## src/inc/mcfg_pkg.sv

```systemverilog
// mcfg_pkg: offsets, field positions and reset values of the MAC
// receive, transmit and flow-control configuration block.
// assumes a 32-bit register port addressed in bytes.
`default_nettype none
package mcfg_pkg;
	// ----------------------------------------------------------------
	// register offsets
	// ----------------------------------------------------------------
	localparam logic [11:0] OFS_PAUSE_SEND_TRIGGER = 12'h004;
	localparam logic [11:0] OFS_PAUSE_ADDRESS_LOW = 12'h400;
	localparam logic [11:0] OFS_RECEIVER_CONFIG = 12'h404;
	localparam logic [11:0] OFS_TRANSMITTER_CONFIG = 12'h408;
	localparam logic [11:0] OFS_FLOW_CONTROL_CONFIG = 12'h40C;
	localparam logic [11:0] OFS_GAP_EXTENSION = 12'h41C;
	// ----------------------------------------------------------------
	// field positions
	// ----------------------------------------------------------------
	localparam int BIT_PATH_RESET = 31;
	localparam int BIT_OVERSIZE = 30;
	localparam int BIT_INBAND_FCS = 29;
	localparam int BIT_PATH_ENABLE = 28;
	localparam int BIT_VLAN = 27;
	localparam int BIT_HALF_DUPLEX = 26;
	localparam int BIT_LT_OFF = 25;
	localparam int BIT_GAP_ADJUST = 25;
	localparam int BIT_CL_OFF = 24;
	localparam int BIT_PAUSE_SEND = 30;
	localparam int BIT_PAUSE_HONOUR = 29;
	// ----------------------------------------------------------------
	// reset values
	// ----------------------------------------------------------------
	localparam logic [31:0] RST_PAUSE_ADDRESS_LOW = 32'hDDCCBBAA;
	localparam logic [31:0] RST_RECEIVER_CONFIG = 32'h6800FFEE;
	localparam logic [31:0] RST_TRANSMITTER_CONFIG = 32'h4A000000;
	localparam logic [31:0] RST_FLOW_CONTROL_CONFIG = 32'h60000000;
	localparam logic [7:0] RST_GAP_EXTENSION = 8'h00;
	// writable bits of the receiver, transmitter and flow-control registers
	localparam logic [31:0] MSK_RECEIVER_CONFIG = 32'h7F00FFFF;
	localparam logic [31:0] MSK_TRANSMITTER_CONFIG = 32'h7E000000;
	localparam logic [31:0] MSK_FLOW_CONTROL_CONFIG = 32'h60000000;
	// ----------------------------------------------------------------
	// frame constants
	// ----------------------------------------------------------------
	localparam logic [15:0] VLAN_TPID = 16'h8100;
	localparam logic [13:0] STD_MAX_FRAME = 14'h05EE;
	localparam logic [13:0] VLAN_EXTRA = 14'h0004;
	localparam logic [8:0] MIN_GAP_CYCLES = 9'h00C;
	localparam int PAUSE_FIFO_DEPTH = 16;
	localparam int PAUSE_QUANTA_W = 16;
endpackage : mcfg_pkg
`default_nettype wire

```

## src/rtl/mcfg_top.sv

```systemverilog
// mcfg_top: configuration registers for the MAC receive, transmit and
// flow-control paths, plus the pause-request buffer.
// assumes frame-activity inputs come from MAC logic on clock_i.
`timescale 1ns/100ps
`default_nettype none

// ------------------------------------------------------------------
// pause request buffer
// ------------------------------------------------------------------
module mcfg_fifo #(
	parameter int WIDTH = 16,
	parameter int DEPTH = 16
) (
	input wire logic clock_i,
	input wire logic rstn_i,
	input wire logic in_valid_i,
	output logic in_ready_o,
	input wire logic [WIDTH-1:0] in_data_i,
	output logic out_valid_o,
	input wire logic out_ready_i,
	output logic [WIDTH-1:0] out_data_o
);
	localparam int AW = $clog2(DEPTH);
	localparam int CW = $clog2(DEPTH + 1);
	logic [WIDTH-1:0] mem [DEPTH];
	logic [AW-1:0] wr_q;
	logic [AW-1:0] rd_q;
	logic [CW-1:0] count_q;
	logic [CW-1:0] count_d;
	logic full_q;
	logic push;
	logic load;

	assign push = in_valid_i && !full_q;
	assign load = (!out_valid_o || out_ready_i) && (count_q != '0);

	always_comb
	begin
		count_d = count_q;
		if (push && !load)
			count_d = count_q + CW'(1);
		else if (load && !push)
			count_d = count_q - CW'(1);
	end

	always_ff @(posedge clock_i)
	begin
		if (push)
			mem[wr_q] <= in_data_i;
	end

	always_ff @(posedge clock_i)
	begin
		if (!rstn_i)
		begin
			wr_q <= '0;
			rd_q <= '0;
			count_q <= '0;
			full_q <= 1'b0;
			in_ready_o <= 1'b1;
		end
		else
		begin
			if (push)
				wr_q <= (wr_q == AW'(DEPTH - 1)) ? '0 : wr_q + AW'(1);
			if (load)
				rd_q <= (rd_q == AW'(DEPTH - 1)) ? '0 : rd_q + AW'(1);
			count_q <= count_d;
			full_q <= (count_d == CW'(DEPTH));
			in_ready_o <= (count_d != CW'(DEPTH));
		end
	end

	always_ff @(posedge clock_i)
	begin
		if (!rstn_i)
		begin
			out_valid_o <= 1'b0;
			out_data_o <= '0;
		end
		else if (load)
		begin
			out_valid_o <= 1'b1;
			out_data_o <= mem[rd_q];
		end
		else if (out_ready_i)
			out_valid_o <= 1'b0;
	end

	chk_full_flag_count:
	assert property (@(posedge clock_i) disable iff (!rstn_i)
		full_q == (count_q == CW'(DEPTH)))
	else $error("full flag disagrees with count");
endmodule : mcfg_fifo

// Contract
// - config writes accepted anytime; applied to a path only between frames
// - path reset bits act at once, not waiting for a gap
// - rx reset bit resets receiver and rx config, then reads zero
// - tx reset bit resets transmitter and tx config, then reads zero
// - 48-bit pause address from low word and rx config low half
// - first wire octet sits in the least significant address byte
// - rx oversize enable lets frames above standard maximum pass
// - rx in-band fcs passes fcs on, else strips; always checked
// - receiver ignores media activity while rx enable is clear
// - vlan enable handles tagged frames; rx limit grows four bytes
// - only type 0x8100 marks a frame as vlan tagged
// - length/type check off skips length/type validation
// - control length check off accepts long control frames
// - tx oversize enable allows sending above standard maximum
// - tx in-band fcs clear means transmitter appends fcs
// - transmit path runs only while tx enable is set
// - gap adjust extends 12-cycle minimum gap by extension value
// - trigger write with pause send enable queues a pause frame
// - pause honour inhibits tx on pause, else forwards the frame
// - reserved bits read zero whatever is written
module mcfg_top
	import mcfg_pkg::*;
(
	input wire logic clock_i,
	input wire logic rstn_i,
	input wire logic reg_write_i,
	input wire logic reg_read_i,
	input wire logic [11:0] reg_addr_i,
	input wire logic [31:0] reg_wdata_i,
	output logic [31:0] reg_rdata_o,
	output logic reg_rvalid_o,
	input wire logic rx_in_frame_i,
	input wire logic tx_in_frame_i,
	input wire logic rx_hdr_valid_i,
	input wire logic [47:0] rx_dest_addr_i,
	input wire logic [15:0] rx_type_i,
	input wire logic rx_len_valid_i,
	input wire logic [13:0] rx_len_i,
	input wire logic rx_pause_seen_i,
	output logic rx_reset_o,
	output logic tx_reset_o,
	output logic rx_enable_o,
	output logic rx_strip_fcs_o,
	output logic length_type_check_off_o,
	output logic control_length_check_off_o,
	output logic [47:0] pause_station_address_o,
	output logic pause_addr_match_o,
	output logic rx_vlan_tagged_o,
	output logic rx_len_ok_o,
	output logic rx_pause_inhibit_o,
	output logic rx_pause_forward_o,
	output logic tx_enable_o,
	output logic tx_oversize_ok_o,
	output logic tx_append_fcs_o,
	output logic tx_vlan_enable_o,
	output logic [8:0] tx_gap_cycles_o,
	output logic pause_fifo_ready_o,
	output logic pause_req_valid_o,
	input wire logic pause_req_ready_i,
	output logic [15:0] pause_quanta_o
);
	// ----------------------------------------------------------------
	// programmed and applied register copies
	// ----------------------------------------------------------------
	logic [31:0] addr_lo_q;
	logic [31:0] rx_cfg_q;
	logic [31:0] tx_cfg_q;
	logic [31:0] fc_cfg_q;
	logic [7:0] gap_ext_q;
	logic [31:0] rx_act_q;
	logic [31:0] tx_act_q;
	logic [31:0] fc_act_q;
	logic [7:0] gap_act_q;
	logic [31:0] addr_act_q;
	logic wr_rx;
	logic wr_tx;
	logic rx_rst_req;
	logic tx_rst_req;
	logic trig_valid;
	logic fifo_ready;

	function automatic logic hit(input logic [11:0] a, input logic [11:0] o);
		hit = (a == o);
	endfunction : hit

	assign wr_rx = reg_write_i && hit(reg_addr_i, OFS_RECEIVER_CONFIG);
	assign wr_tx = reg_write_i && hit(reg_addr_i, OFS_TRANSMITTER_CONFIG);
	assign rx_rst_req = wr_rx && reg_wdata_i[BIT_PATH_RESET];
	assign tx_rst_req = wr_tx && reg_wdata_i[BIT_PATH_RESET];

	// ----------------------------------------------------------------
	// programmed registers
	// ----------------------------------------------------------------
	always_ff @(posedge clock_i)
	begin
		if (!rstn_i || rx_rst_req)
		begin
			addr_lo_q <= RST_PAUSE_ADDRESS_LOW;
			rx_cfg_q <= RST_RECEIVER_CONFIG;
		end
		else if (reg_write_i)
		begin
			if (hit(reg_addr_i, OFS_PAUSE_ADDRESS_LOW))
				addr_lo_q <= reg_wdata_i;
			if (wr_rx)
				rx_cfg_q <= reg_wdata_i & MSK_RECEIVER_CONFIG;
		end
	end

	always_ff @(posedge clock_i)
	begin
		if (!rstn_i || tx_rst_req)
		begin
			tx_cfg_q <= RST_TRANSMITTER_CONFIG;
			gap_ext_q <= RST_GAP_EXTENSION;
		end
		else if (reg_write_i)
		begin
			if (wr_tx)
				tx_cfg_q <= reg_wdata_i & MSK_TRANSMITTER_CONFIG;
			if (hit(reg_addr_i, OFS_GAP_EXTENSION))
				gap_ext_q <= reg_wdata_i[7:0];
		end
	end

	always_ff @(posedge clock_i)
	begin
		if (!rstn_i)
			fc_cfg_q <= RST_FLOW_CONTROL_CONFIG;
		else if (reg_write_i && hit(reg_addr_i, OFS_FLOW_CONTROL_CONFIG))
			fc_cfg_q <= reg_wdata_i & MSK_FLOW_CONTROL_CONFIG;
	end

	// ----------------------------------------------------------------
	// applied copies follow only between frames
	// ----------------------------------------------------------------
	always_ff @(posedge clock_i)
	begin
		if (!rstn_i || rx_rst_req)
		begin
			rx_act_q <= RST_RECEIVER_CONFIG;
			addr_act_q <= RST_PAUSE_ADDRESS_LOW;
		end
		else if (!rx_in_frame_i)
		begin
			rx_act_q <= rx_cfg_q;
			addr_act_q <= addr_lo_q;
		end
	end

	always_ff @(posedge clock_i)
	begin
		if (!rstn_i || tx_rst_req)
		begin
			tx_act_q <= RST_TRANSMITTER_CONFIG;
			gap_act_q <= RST_GAP_EXTENSION;
		end
		else if (!tx_in_frame_i)
		begin
			tx_act_q <= tx_cfg_q;
			gap_act_q <= gap_ext_q;
		end
	end

	always_ff @(posedge clock_i)
	begin
		if (!rstn_i)
			fc_act_q <= RST_FLOW_CONTROL_CONFIG;
		else if (!tx_in_frame_i)
			fc_act_q <= fc_cfg_q;
	end

	chk_config_hold_frame:
	assert property (@(posedge clock_i) disable iff (!rstn_i)
		rx_in_frame_i && $past(rx_in_frame_i) && !$past(rx_rst_req)
		|-> $stable(rx_act_q))
	else $error("rx config changed inside a frame");

	// ----------------------------------------------------------------
	// path resets and path controls
	// ----------------------------------------------------------------
	always_ff @(posedge clock_i)
	begin
		if (!rstn_i)
		begin
			rx_reset_o <= 1'b0;
			tx_reset_o <= 1'b0;
		end
		else
		begin
			rx_reset_o <= rx_rst_req;
			tx_reset_o <= tx_rst_req;
		end
	end

	chk_rx_reset_now:
	assert property (@(posedge clock_i) disable iff (!rstn_i)
		rx_rst_req |=> rx_reset_o && rx_cfg_q == RST_RECEIVER_CONFIG
		&& rx_act_q == RST_RECEIVER_CONFIG)
	else $error("rx reset did not act at once");

	chk_tx_reset_now:
	assert property (@(posedge clock_i) disable iff (!rstn_i)
		tx_rst_req |=> tx_reset_o && tx_act_q == RST_TRANSMITTER_CONFIG)
	else $error("tx reset did not act at once");

	always_ff @(posedge clock_i)
	begin
		if (!rstn_i)
		begin
			rx_enable_o <= 1'b0;
			rx_strip_fcs_o <= 1'b0;
			length_type_check_off_o <= 1'b0;
			control_length_check_off_o <= 1'b0;
			tx_enable_o <= 1'b0;
			tx_oversize_ok_o <= 1'b0;
			tx_append_fcs_o <= 1'b0;
			tx_vlan_enable_o <= 1'b0;
			tx_gap_cycles_o <= MIN_GAP_CYCLES;
			pause_station_address_o <= '0;
		end
		else
		begin
			rx_enable_o <= rx_act_q[BIT_PATH_ENABLE];
			rx_strip_fcs_o <= !rx_act_q[BIT_INBAND_FCS];
			length_type_check_off_o <= rx_act_q[BIT_LT_OFF];
			control_length_check_off_o <= rx_act_q[BIT_CL_OFF];
			tx_enable_o <= tx_act_q[BIT_PATH_ENABLE];
			tx_oversize_ok_o <= tx_act_q[BIT_OVERSIZE];
			tx_append_fcs_o <= !tx_act_q[BIT_INBAND_FCS];
			tx_vlan_enable_o <= tx_act_q[BIT_VLAN];
			tx_gap_cycles_o <= tx_act_q[BIT_GAP_ADJUST]
				? MIN_GAP_CYCLES + {1'b0, gap_act_q} : MIN_GAP_CYCLES;
			pause_station_address_o <= {rx_act_q[15:0], addr_act_q};
		end
	end

	chk_gap_extension:
	assert property (@(posedge clock_i) disable iff (!rstn_i)
		##1 tx_gap_cycles_o == ($past(tx_act_q[BIT_GAP_ADJUST])
		? MIN_GAP_CYCLES + {1'b0, $past(gap_act_q)} : MIN_GAP_CYCLES))
	else $error("gap length wrong");

	// ----------------------------------------------------------------
	// receive header checks, gated by receive enable
	// ----------------------------------------------------------------
	always_ff @(posedge clock_i)
	begin
		if (!rstn_i)
		begin
			pause_addr_match_o <= 1'b0;
			rx_vlan_tagged_o <= 1'b0;
		end
		else if (rx_hdr_valid_i && rx_act_q[BIT_PATH_ENABLE])
		begin
			pause_addr_match_o <= rx_dest_addr_i
				== {rx_act_q[15:0], addr_act_q};
			rx_vlan_tagged_o <= rx_act_q[BIT_VLAN]
				&& rx_type_i == VLAN_TPID;
		end
	end

	chk_vlan_tpid_only:
	assert property (@(posedge clock_i) disable iff (!rstn_i)
		rx_hdr_valid_i && rx_act_q[BIT_PATH_ENABLE]
		|=> rx_vlan_tagged_o == ($past(rx_type_i) == VLAN_TPID
		&& $past(rx_act_q[BIT_VLAN])))
	else $error("vlan tag decision wrong");

	always_ff @(posedge clock_i)
	begin
		if (!rstn_i)
			rx_len_ok_o <= 1'b0;
		else if (rx_len_valid_i && rx_act_q[BIT_PATH_ENABLE])
			rx_len_ok_o <= rx_act_q[BIT_OVERSIZE]
				|| rx_len_i <= (rx_act_q[BIT_VLAN]
				? STD_MAX_FRAME + VLAN_EXTRA : STD_MAX_FRAME);
	end

	chk_oversize_reject:
	assert property (@(posedge clock_i) disable iff (!rstn_i)
		rx_len_valid_i && rx_act_q[BIT_PATH_ENABLE]
		&& !rx_act_q[BIT_OVERSIZE] && rx_len_i > STD_MAX_FRAME + VLAN_EXTRA
		|=> !rx_len_ok_o)
	else $error("oversize frame accepted");

	always_ff @(posedge clock_i)
	begin
		if (!rstn_i)
		begin
			rx_pause_inhibit_o <= 1'b0;
			rx_pause_forward_o <= 1'b0;
		end
		else
		begin
			rx_pause_inhibit_o <= rx_pause_seen_i
				&& rx_act_q[BIT_PATH_ENABLE] && fc_act_q[BIT_PAUSE_HONOUR];
			rx_pause_forward_o <= rx_pause_seen_i
				&& rx_act_q[BIT_PATH_ENABLE] && !fc_act_q[BIT_PAUSE_HONOUR];
		end
	end

	chk_pause_honour:
	assert property (@(posedge clock_i) disable iff (!rstn_i)
		rx_pause_seen_i && rx_act_q[BIT_PATH_ENABLE]
		|=> rx_pause_inhibit_o != rx_pause_forward_o)
	else $error("pause frame neither honoured nor forwarded");

	// ----------------------------------------------------------------
	// pause send trigger into the request buffer
	// ----------------------------------------------------------------
	assign trig_valid = reg_write_i && hit(reg_addr_i, OFS_PAUSE_SEND_TRIGGER)
		&& fc_act_q[BIT_PAUSE_SEND];

	mcfg_fifo #(
		.WIDTH(PAUSE_QUANTA_W),
		.DEPTH(PAUSE_FIFO_DEPTH)
	) u_pause_fifo (
		.clock_i(clock_i),
		.rstn_i(rstn_i),
		.in_valid_i(trig_valid),
		.in_ready_o(fifo_ready),
		.in_data_i(reg_wdata_i[15:0]),
		.out_valid_o(pause_req_valid_o),
		.out_ready_i(pause_req_ready_i),
		.out_data_o(pause_quanta_o)
	);
	assign pause_fifo_ready_o = fifo_ready;

	chk_pause_send_gate:
	assert property (@(posedge clock_i) disable iff (!rstn_i)
		!pause_req_valid_o && u_pause_fifo.count_q == '0
		&& !u_pause_fifo.push ##1 !u_pause_fifo.push
		|=> !pause_req_valid_o)
	else $error("pause request without trigger");

	// ----------------------------------------------------------------
	// register read
	// ----------------------------------------------------------------
	always_ff @(posedge clock_i)
	begin
		if (!rstn_i)
		begin
			reg_rdata_o <= '0;
			reg_rvalid_o <= 1'b0;
		end
		else
		begin
			reg_rvalid_o <= reg_read_i;
			reg_rdata_o <= '0;
			if (reg_read_i)
			begin
				if (hit(reg_addr_i, OFS_PAUSE_ADDRESS_LOW))
					reg_rdata_o <= addr_lo_q;
				if (hit(reg_addr_i, OFS_RECEIVER_CONFIG))
					reg_rdata_o <= rx_cfg_q;
				if (hit(reg_addr_i, OFS_TRANSMITTER_CONFIG))
					reg_rdata_o <= tx_cfg_q;
				if (hit(reg_addr_i, OFS_FLOW_CONTROL_CONFIG))
					reg_rdata_o <= fc_cfg_q;
				if (hit(reg_addr_i, OFS_GAP_EXTENSION))
					reg_rdata_o <= {24'h000000, gap_ext_q};
			end
		end
	end

	chk_reserved_zero:
	assert property (@(posedge clock_i) disable iff (!rstn_i)
		reg_read_i && hit(reg_addr_i, OFS_TRANSMITTER_CONFIG)
		|=> reg_rvalid_o && reg_rdata_o[24:0] == 25'h0000000
		&& !reg_rdata_o[BIT_PATH_RESET])
	else $error("reserved or reset bit read nonzero");
endmodule : mcfg_top
`default_nettype wire

```

## config.mk

```make
export PLATFORM = sky130hd
export DESIGN_NAME = mcfg_top
export DESIGN_NICKNAME = d
export VERILOG_FILES = /design/src/inc/mcfg_pkg.sv /design/src/rtl/mcfg_top.sv
export SDC_FILE = /design/constraint.sdc
export NUM_CORES = 1
export LEC_CHECK = 0
export BUFFER_PORTS_ARGS = -buffer_cell sky130_fd_sc_hd__buf_2
export CORE_MARGIN = 1.5
export CORE_UTILIZATION = 45
export DETAILED_ROUTE_END_ITERATION = 7
export HOLD_SLACK_MARGIN = 0.06
export PLACE_DENSITY = 0.67
export SLEW_MARGIN = 10
export SYNTH_ARGS = -nofsm -noshare
export SYNTH_HDL_FRONTEND = slang
export SYNTH_SLANG_ARGS = --single-unit
```

## constraint.sdc

```tcl
create_clock -name clock_i -period 6.6 [get_ports clock_i]
set_clock_uncertainty 0.2 [all_clocks]
set_input_delay 1.65 -clock clock_i [delete_from_list [all_inputs] [get_ports clock_i]]
set_output_delay 1.65 -clock clock_i [all_outputs]
set_load 0.02 [all_outputs]
```

* Yosys cells after proc, flatten, opt, wreduce, memory -nomap -nowiden
Memory sizes are Yosys's and may differ from the RTL's. A register that Yosys moved wholly into a read port is not among the register bits. Cells that the tools add are included.
Operators by class: multiplexer cells 14, order comparisons 1, equality and inequality tests 12, div/mod/pow operators 0, $mul 0, bitwise gates (word level) 2, shift-type cells 0, reductions and logical operators 39, add/sub/neg operators 5
Operator list (count):
- 32-bit 2-to-1 mux | 4
- 12-bit by 11-bit == test with 1-bit output (second input constant) | 5
- 48-bit == test | 1
- 1-bit logical AND | 17
- 16-bit == test (second input constant) | 1
- 5-bit 2-to-1 mux | 3
- 14-bit by 11-bit less-or-equal comparator with 1-bit output | 1
- 12-bit by 3-bit == test with 1-bit output (second input constant) | 1
- 2-bit AND reduction | 6
- 4-bit by 8-bit adder with 9-bit output (first input constant) | 1
- 1-bit logical NOT | 9
- 4-bit by 1-bit adder with 4-bit output (second input constant) | 2
- 4-bit == test (second input constant) | 2
- 4-bit 2-to-1 mux | 2
- 8-bit 2-to-1 mux | 1
- 5-bit by 1-bit adder with 5-bit output (second input constant) | 1
- 5-bit == test (second input constant) | 1
- 5-bit inequality test (second input constant) | 1
- 5-bit nonzero test | 1
- 5-bit by 1-bit subtractor with 5-bit output (second input constant) | 1
- 1-bit logical OR | 4
- 1-bit 2-to-1 mux | 4
- 3-bit OR reduction | 1
- 1-bit inverter | 2
- 2-bit nonzero test | 1
Storage, ports and cells: register bits 263, logic and storage cells 110, bits in read-only memories 0, bits in writable memories 256, latch bits 0, memories kept 1, input port bits 132
Memory list:
- u_pause_fifo.mem | depth 16, width 16, read ports 1, clocked after Yosys merged registers in 1, write ports 1, RTL line mcfg_top.sv:25 | logic [WIDTH-1:0] mem [DEPTH];

* Logic depth before layout (Yosys ltp)
depth in word-level cells 9, mapped depth 9, depth with buffers taken out 8

* By module
A second synthesis with hierarchy kept.
Unflattened totals: cell total of the unflattened synthesis 1461, area, all modules 19972.9 um^2
By module, submodules not included:
- mcfg_fifo | area an instance 11133.2 um^2, times used 1, cells an instance 551, seq. area each 8328.0 um^2
- mcfg_top | area an instance 8839.7 um^2, times used 1, cells an instance 910, seq. area each 4904.7 um^2

* Worst setup path before layout
OpenSTA, ideal clock, no wires.
path kind input port to flip-flop, start in reg_addr_i[2], end mem u_pause_fifo.mem[3][0], enable pin, stages 5, required time 5.991 ns, setup slack 2.393 ns, arrival 3.598 ns, path through buf_2 -> and4bb_4 -> and4_1 -> nand2_1 -> nor3_1
On the way: cells in the longest elaborated chain, start to end 6
Ends and longest elaborated chain:
- start, declared | RTL line mcfg_top.sv:124 | input wire logic [11:0] reg_addr_i,
- 12-bit by 3-bit == test with 1-bit output | RTL line mcfg_top.sv:179 | hit = (a == o);
- 1-bit logical AND | RTL line mcfg_top.sv:408 | assign trig_valid = reg_write_i && hit(reg_addr_i, OFS_PAUSE_SEND_TRIGGER)
- 1-bit logical AND | RTL line mcfg_top.sv:409 | && fc_act_q[BIT_PAUSE_SEND];
- 1-bit logical AND | RTL line mcfg_top.sv:34 | assign push = in_valid_i && !full_q;
- 1-bit 2-to-1 mux | RTL line mcfg_top.sv:48 | if (push)
- 1-bit 2-to-1 mux (implied by the code) | RTL line mcfg_top.sv:49 | mem[wr_q] <= in_data_i;
- end, declared | RTL line mcfg_top.sv:25
No other way between the ends.

* Worst setup path after layout
start in reg_addr_i[2], end mem u_pause_fifo.mem[11][9], enable pin
Same word-level chain as after synthesis.

==> impl_metrics.json <==
{
  "syn_inst": 1487,
  "clkTransAtPathRegs_ns": 0.06,
  "fin_crit_sh": 0.575,
  "syn_nets": 1631,
  "cts_max_level": 2,
  "cts_setup_buffers": 0,
  "period_minus_slack_ns": 3.79,
  "synthArstFlopShare": 0,
  "post-place-ws_ns": 2.25,
  "status": "finished clean",
  "grt_pass1_wl_um": 74800,
  "root_buffer": "clkbuf_16",
  "drive_above_1_share": 0.273,
  "setup_viol": 0,
  "antenna_cells": 0,
  "crit_chain": "buf_2, and4bb_4, and4_1, nand2_1, nor2_2",
  "rows": 77,
  "critPathLaunchType": "primary input",
  "holdCritPathClass": "register to register",
  "cts_tree": "done",
  "critPathMaxFanout": 17,
  "ant_nets": 0,
  "port_buffers": 254,
  "synth_seq_cells": 533,
  "fin_tns_setup_ns": 0,
  "fmax_mhz": 264,
  "vias_per_cell": 5.30,
  "cp_num_buf_inv": 1,
  "synthFlopType": "dfxtp_1",
  "tightest_slew_ns": 1.19,
  "worst_slack_ns": 2.81,
  "die_area_um2": 46500,
  "grt_max_degree": 69,
  "grt_overflow": 0,
  "max_stage_delay_ns": 0.93,
  "dp_hpwl_um": 32200,
  "num_vias": 12526,
  "crit_required_ns": 6.60,
  "cpMaxStageDelayCell": "nor2_2",
  "yosysWarnings": 0,
  "critPathTopFamily": "simple AND/OR/NAND/NOR gates",
  "hold_viol": 0,
  "cts_hold_buf": 0,
  "slew_violations": 0,
  "p_leak_nw": 9.08,
  "core_area_um2": 44400,
  "clkLatencyLatePin_ns": 0.59,
  "rsz0062_at_grt": "no",
  "yosysSeqAreaShare": 0.650,
  "cts.sinks": 533,
  "slew_headroom": 0.207,
  "end_kind": "register",
  "yosys.area.top_type_share": 0.378,
  "yosys.area.top_type": "edfxtp_1",
  "synth.avg_cell_area_um2": 13.7,
  "antenna_found_initial": 0,
  "maxCapViolCount": 0,
  "synth_cell_type_count": 68,
  "cts_buffers": 53,
  "nets": 1874,
  "synth_top_cells_by_area": "edfxtp_1 38%, dfxtp_1 27%, mux4_2 7.1%",
  "synth-edff-count": 256,
  "dr.pass1.iters": 5,
  "syn_to_final_growth_pct": 17.1,
  "syn_area_um2": 20300,
  "worstSetupPathType": "primary input to register",
  "wire_per_inst_um": 20.4,
  "peakVddDrop_uv": 252,
  "gp_congestion": 0.886,
  "grt_pass1_vias": 12758,
  "arrival_ns": 3.80,
  "final_util": 0.537,
  "io_pins": 255,
  "start_util": 0.458,
  "die_h_um": 216,
  "die_w_um": 216,
  "power.density_nw_per_um2": 330,
  "cts_resized": 0,
  "drtIter0Drc": 809,
  "drcViolationCount": 0,
  "grt.total_usage": 0.209,
  "clockBufferDepth": 3,
  "routed_wl_um": 48300
}
[report_power, final]
group / leakage [nW] / internal (mW) / total [mW] / switching, mW
clock: 0.864 / 1.72 / 2.96 / 1.24
combinational: 3.66 / 0.586 / 1.16 / 0.574
sequential: 4.55 / 3.55 / 3.74 / 0.199
total: 9.08 / 5.85 / 7.87 / 2.02
[cells in the mapped netlist, types with 5 or more instances]
cell / instances
mux2_2: 18
nor3_1: 14
xor2_1: 17
buf_6: 11
nand3_1: 46
buf_1: 6
nand4_1: 13
ha_1: 12
a221oi_2: 12
and3_1: 9
a22o_1: 10
mux4_2: 64
nor2_1: 91
a21oi_1: 28
nor2b_1: 25
nand2b_1: 7
a221oi_1: 5
xnor2_1: 33
nand2_1: 189
buf_2: 23
inv_1: 22
and2_1: 71
nor4_1: 6
mux2i_1: 109
dfxtp_1: 277
clkbuf_1: 33
edfxtp_1: 256
o21ai_0: 9
[routing by layer]
layer,track usage,share of wire,vias up
met5,0,0,-
met4,0.0536,0.020,0
met3,0.0379,0.054,67
met2,0.347,0.49,361
met1,0.284,0.44,6236
li1,-,-,5862
[sequential cells by signal (all words and copies together), names as in the netlist, 5 cells and up]
name / count
addr_act_q: 32
rx_cfg_q: 23
rx_act_q: 22
pause_station_address_o: 48
tx_cfg_q: 6
tx_gap_cycles_o: 9
u_pause_fifo.count_q: 5
gap_act_q: 8
gap_ext_q: 8
u_pause_fifo.out_data_o: 16
tx_act_q: 5
u_pause_fifo.mem: 256
reg_rdata_o: 32
addr_lo_q: 32
[final cells by class]
cell class                      count  area [um^2]
Sequential cell                   533        13200
Timing Repair Buffer              267         1370
Tap cell                          592          741
Inverter                           22         82.6
Multi-Input combinational cell    853         6660
Clock buffer                       75         1550
Fill cell                        3656        20600
Clock inverter                     23          198
[cells in the final DEF, fill, tap and decap left out, types with 9 or more instances in the layout]
master / Yosys / routed
a21oi_1: 28 / 28
a221oi_2: 12 / 12
a22o_1: 10 / 10
and2_1: 71 / 70
and3_1: 9 / 9
buf_2: 23 / 254
buf_4: 4 / 13
clkbuf_16: 0 / 55
clkinv_2: 0 / 10
dfxtp_1: 277 / 275
edfxtp_1: 256 / 256
ha_1: 12 / 12
inv_1: 22 / 22
mux2_2: 18 / 18
mux2i_1: 109 / 109
mux4_2: 64 / 64
nand2_1: 189 / 188
nand3_1: 46 / 46
nand4_1: 13 / 13
nor2_1: 91 / 81
nor2_2: 2 / 12
nor2b_1: 25 / 25
nor3_1: 14 / 10
o21ai_0: 9 / 9
xnor2_1: 33 / 33
xor2_1: 17 / 17
[stage by stage]
step | hold WS [ns] | power (mW) | area [um^2] | instances
2_1_floorplan | 0.192 | 4.68 | 20300 | 1487
3_3_place_gp | 0.214 | 4.97 | 22100 | 2267
3_5_place_dp | 0.221 | 4.99 | 22100 | 2267
4_1_cts | 0.223 | 7.94 | 23800 | 2365
5_1_grt | 0.255 | 8.16 | 23800 | 2365
6_report | 0.221 | 7.87 | 23800 | 2365
[kinds of logic after synthesis]
kind of cell,count (synthesis),synth area share
flops,533,0.650
simple gates,499,0.121
mux,192,0.135
buf+inv,101,0.0259
compound gates,99,0.0384
xor+xnor,50,0.0215
fa+ha+maj,13,0.00787
[final timing paths]
path / endpoint / startpoint / cells after the start / slack (ns)
worst max-delay path: u_pause_fifo.mem[11][9] / reg_addr_i[2] / 5 / 2.81
worst min-delay path: rx_strip_fcs_o / rx_act_q[29] / 1 / 0.22
worst max register to register: u_pause_fifo.out_data_o[5] / u_pause_fifo.rd_q[0] / 5 / 3.51
worst min register to register: rx_strip_fcs_o / rx_act_q[29] / 1 / 0.22
[worst reg2reg max path: stages, from the launching register on]
cell and delay (ns):
dfxtp_4 0.82, buf_4 0.68, mux4_2 0.64, mux2_2 0.28, a221oi_1 0.26, nor2b_1 0.08
No activity file was read; power rests on OpenSTA's default activity.
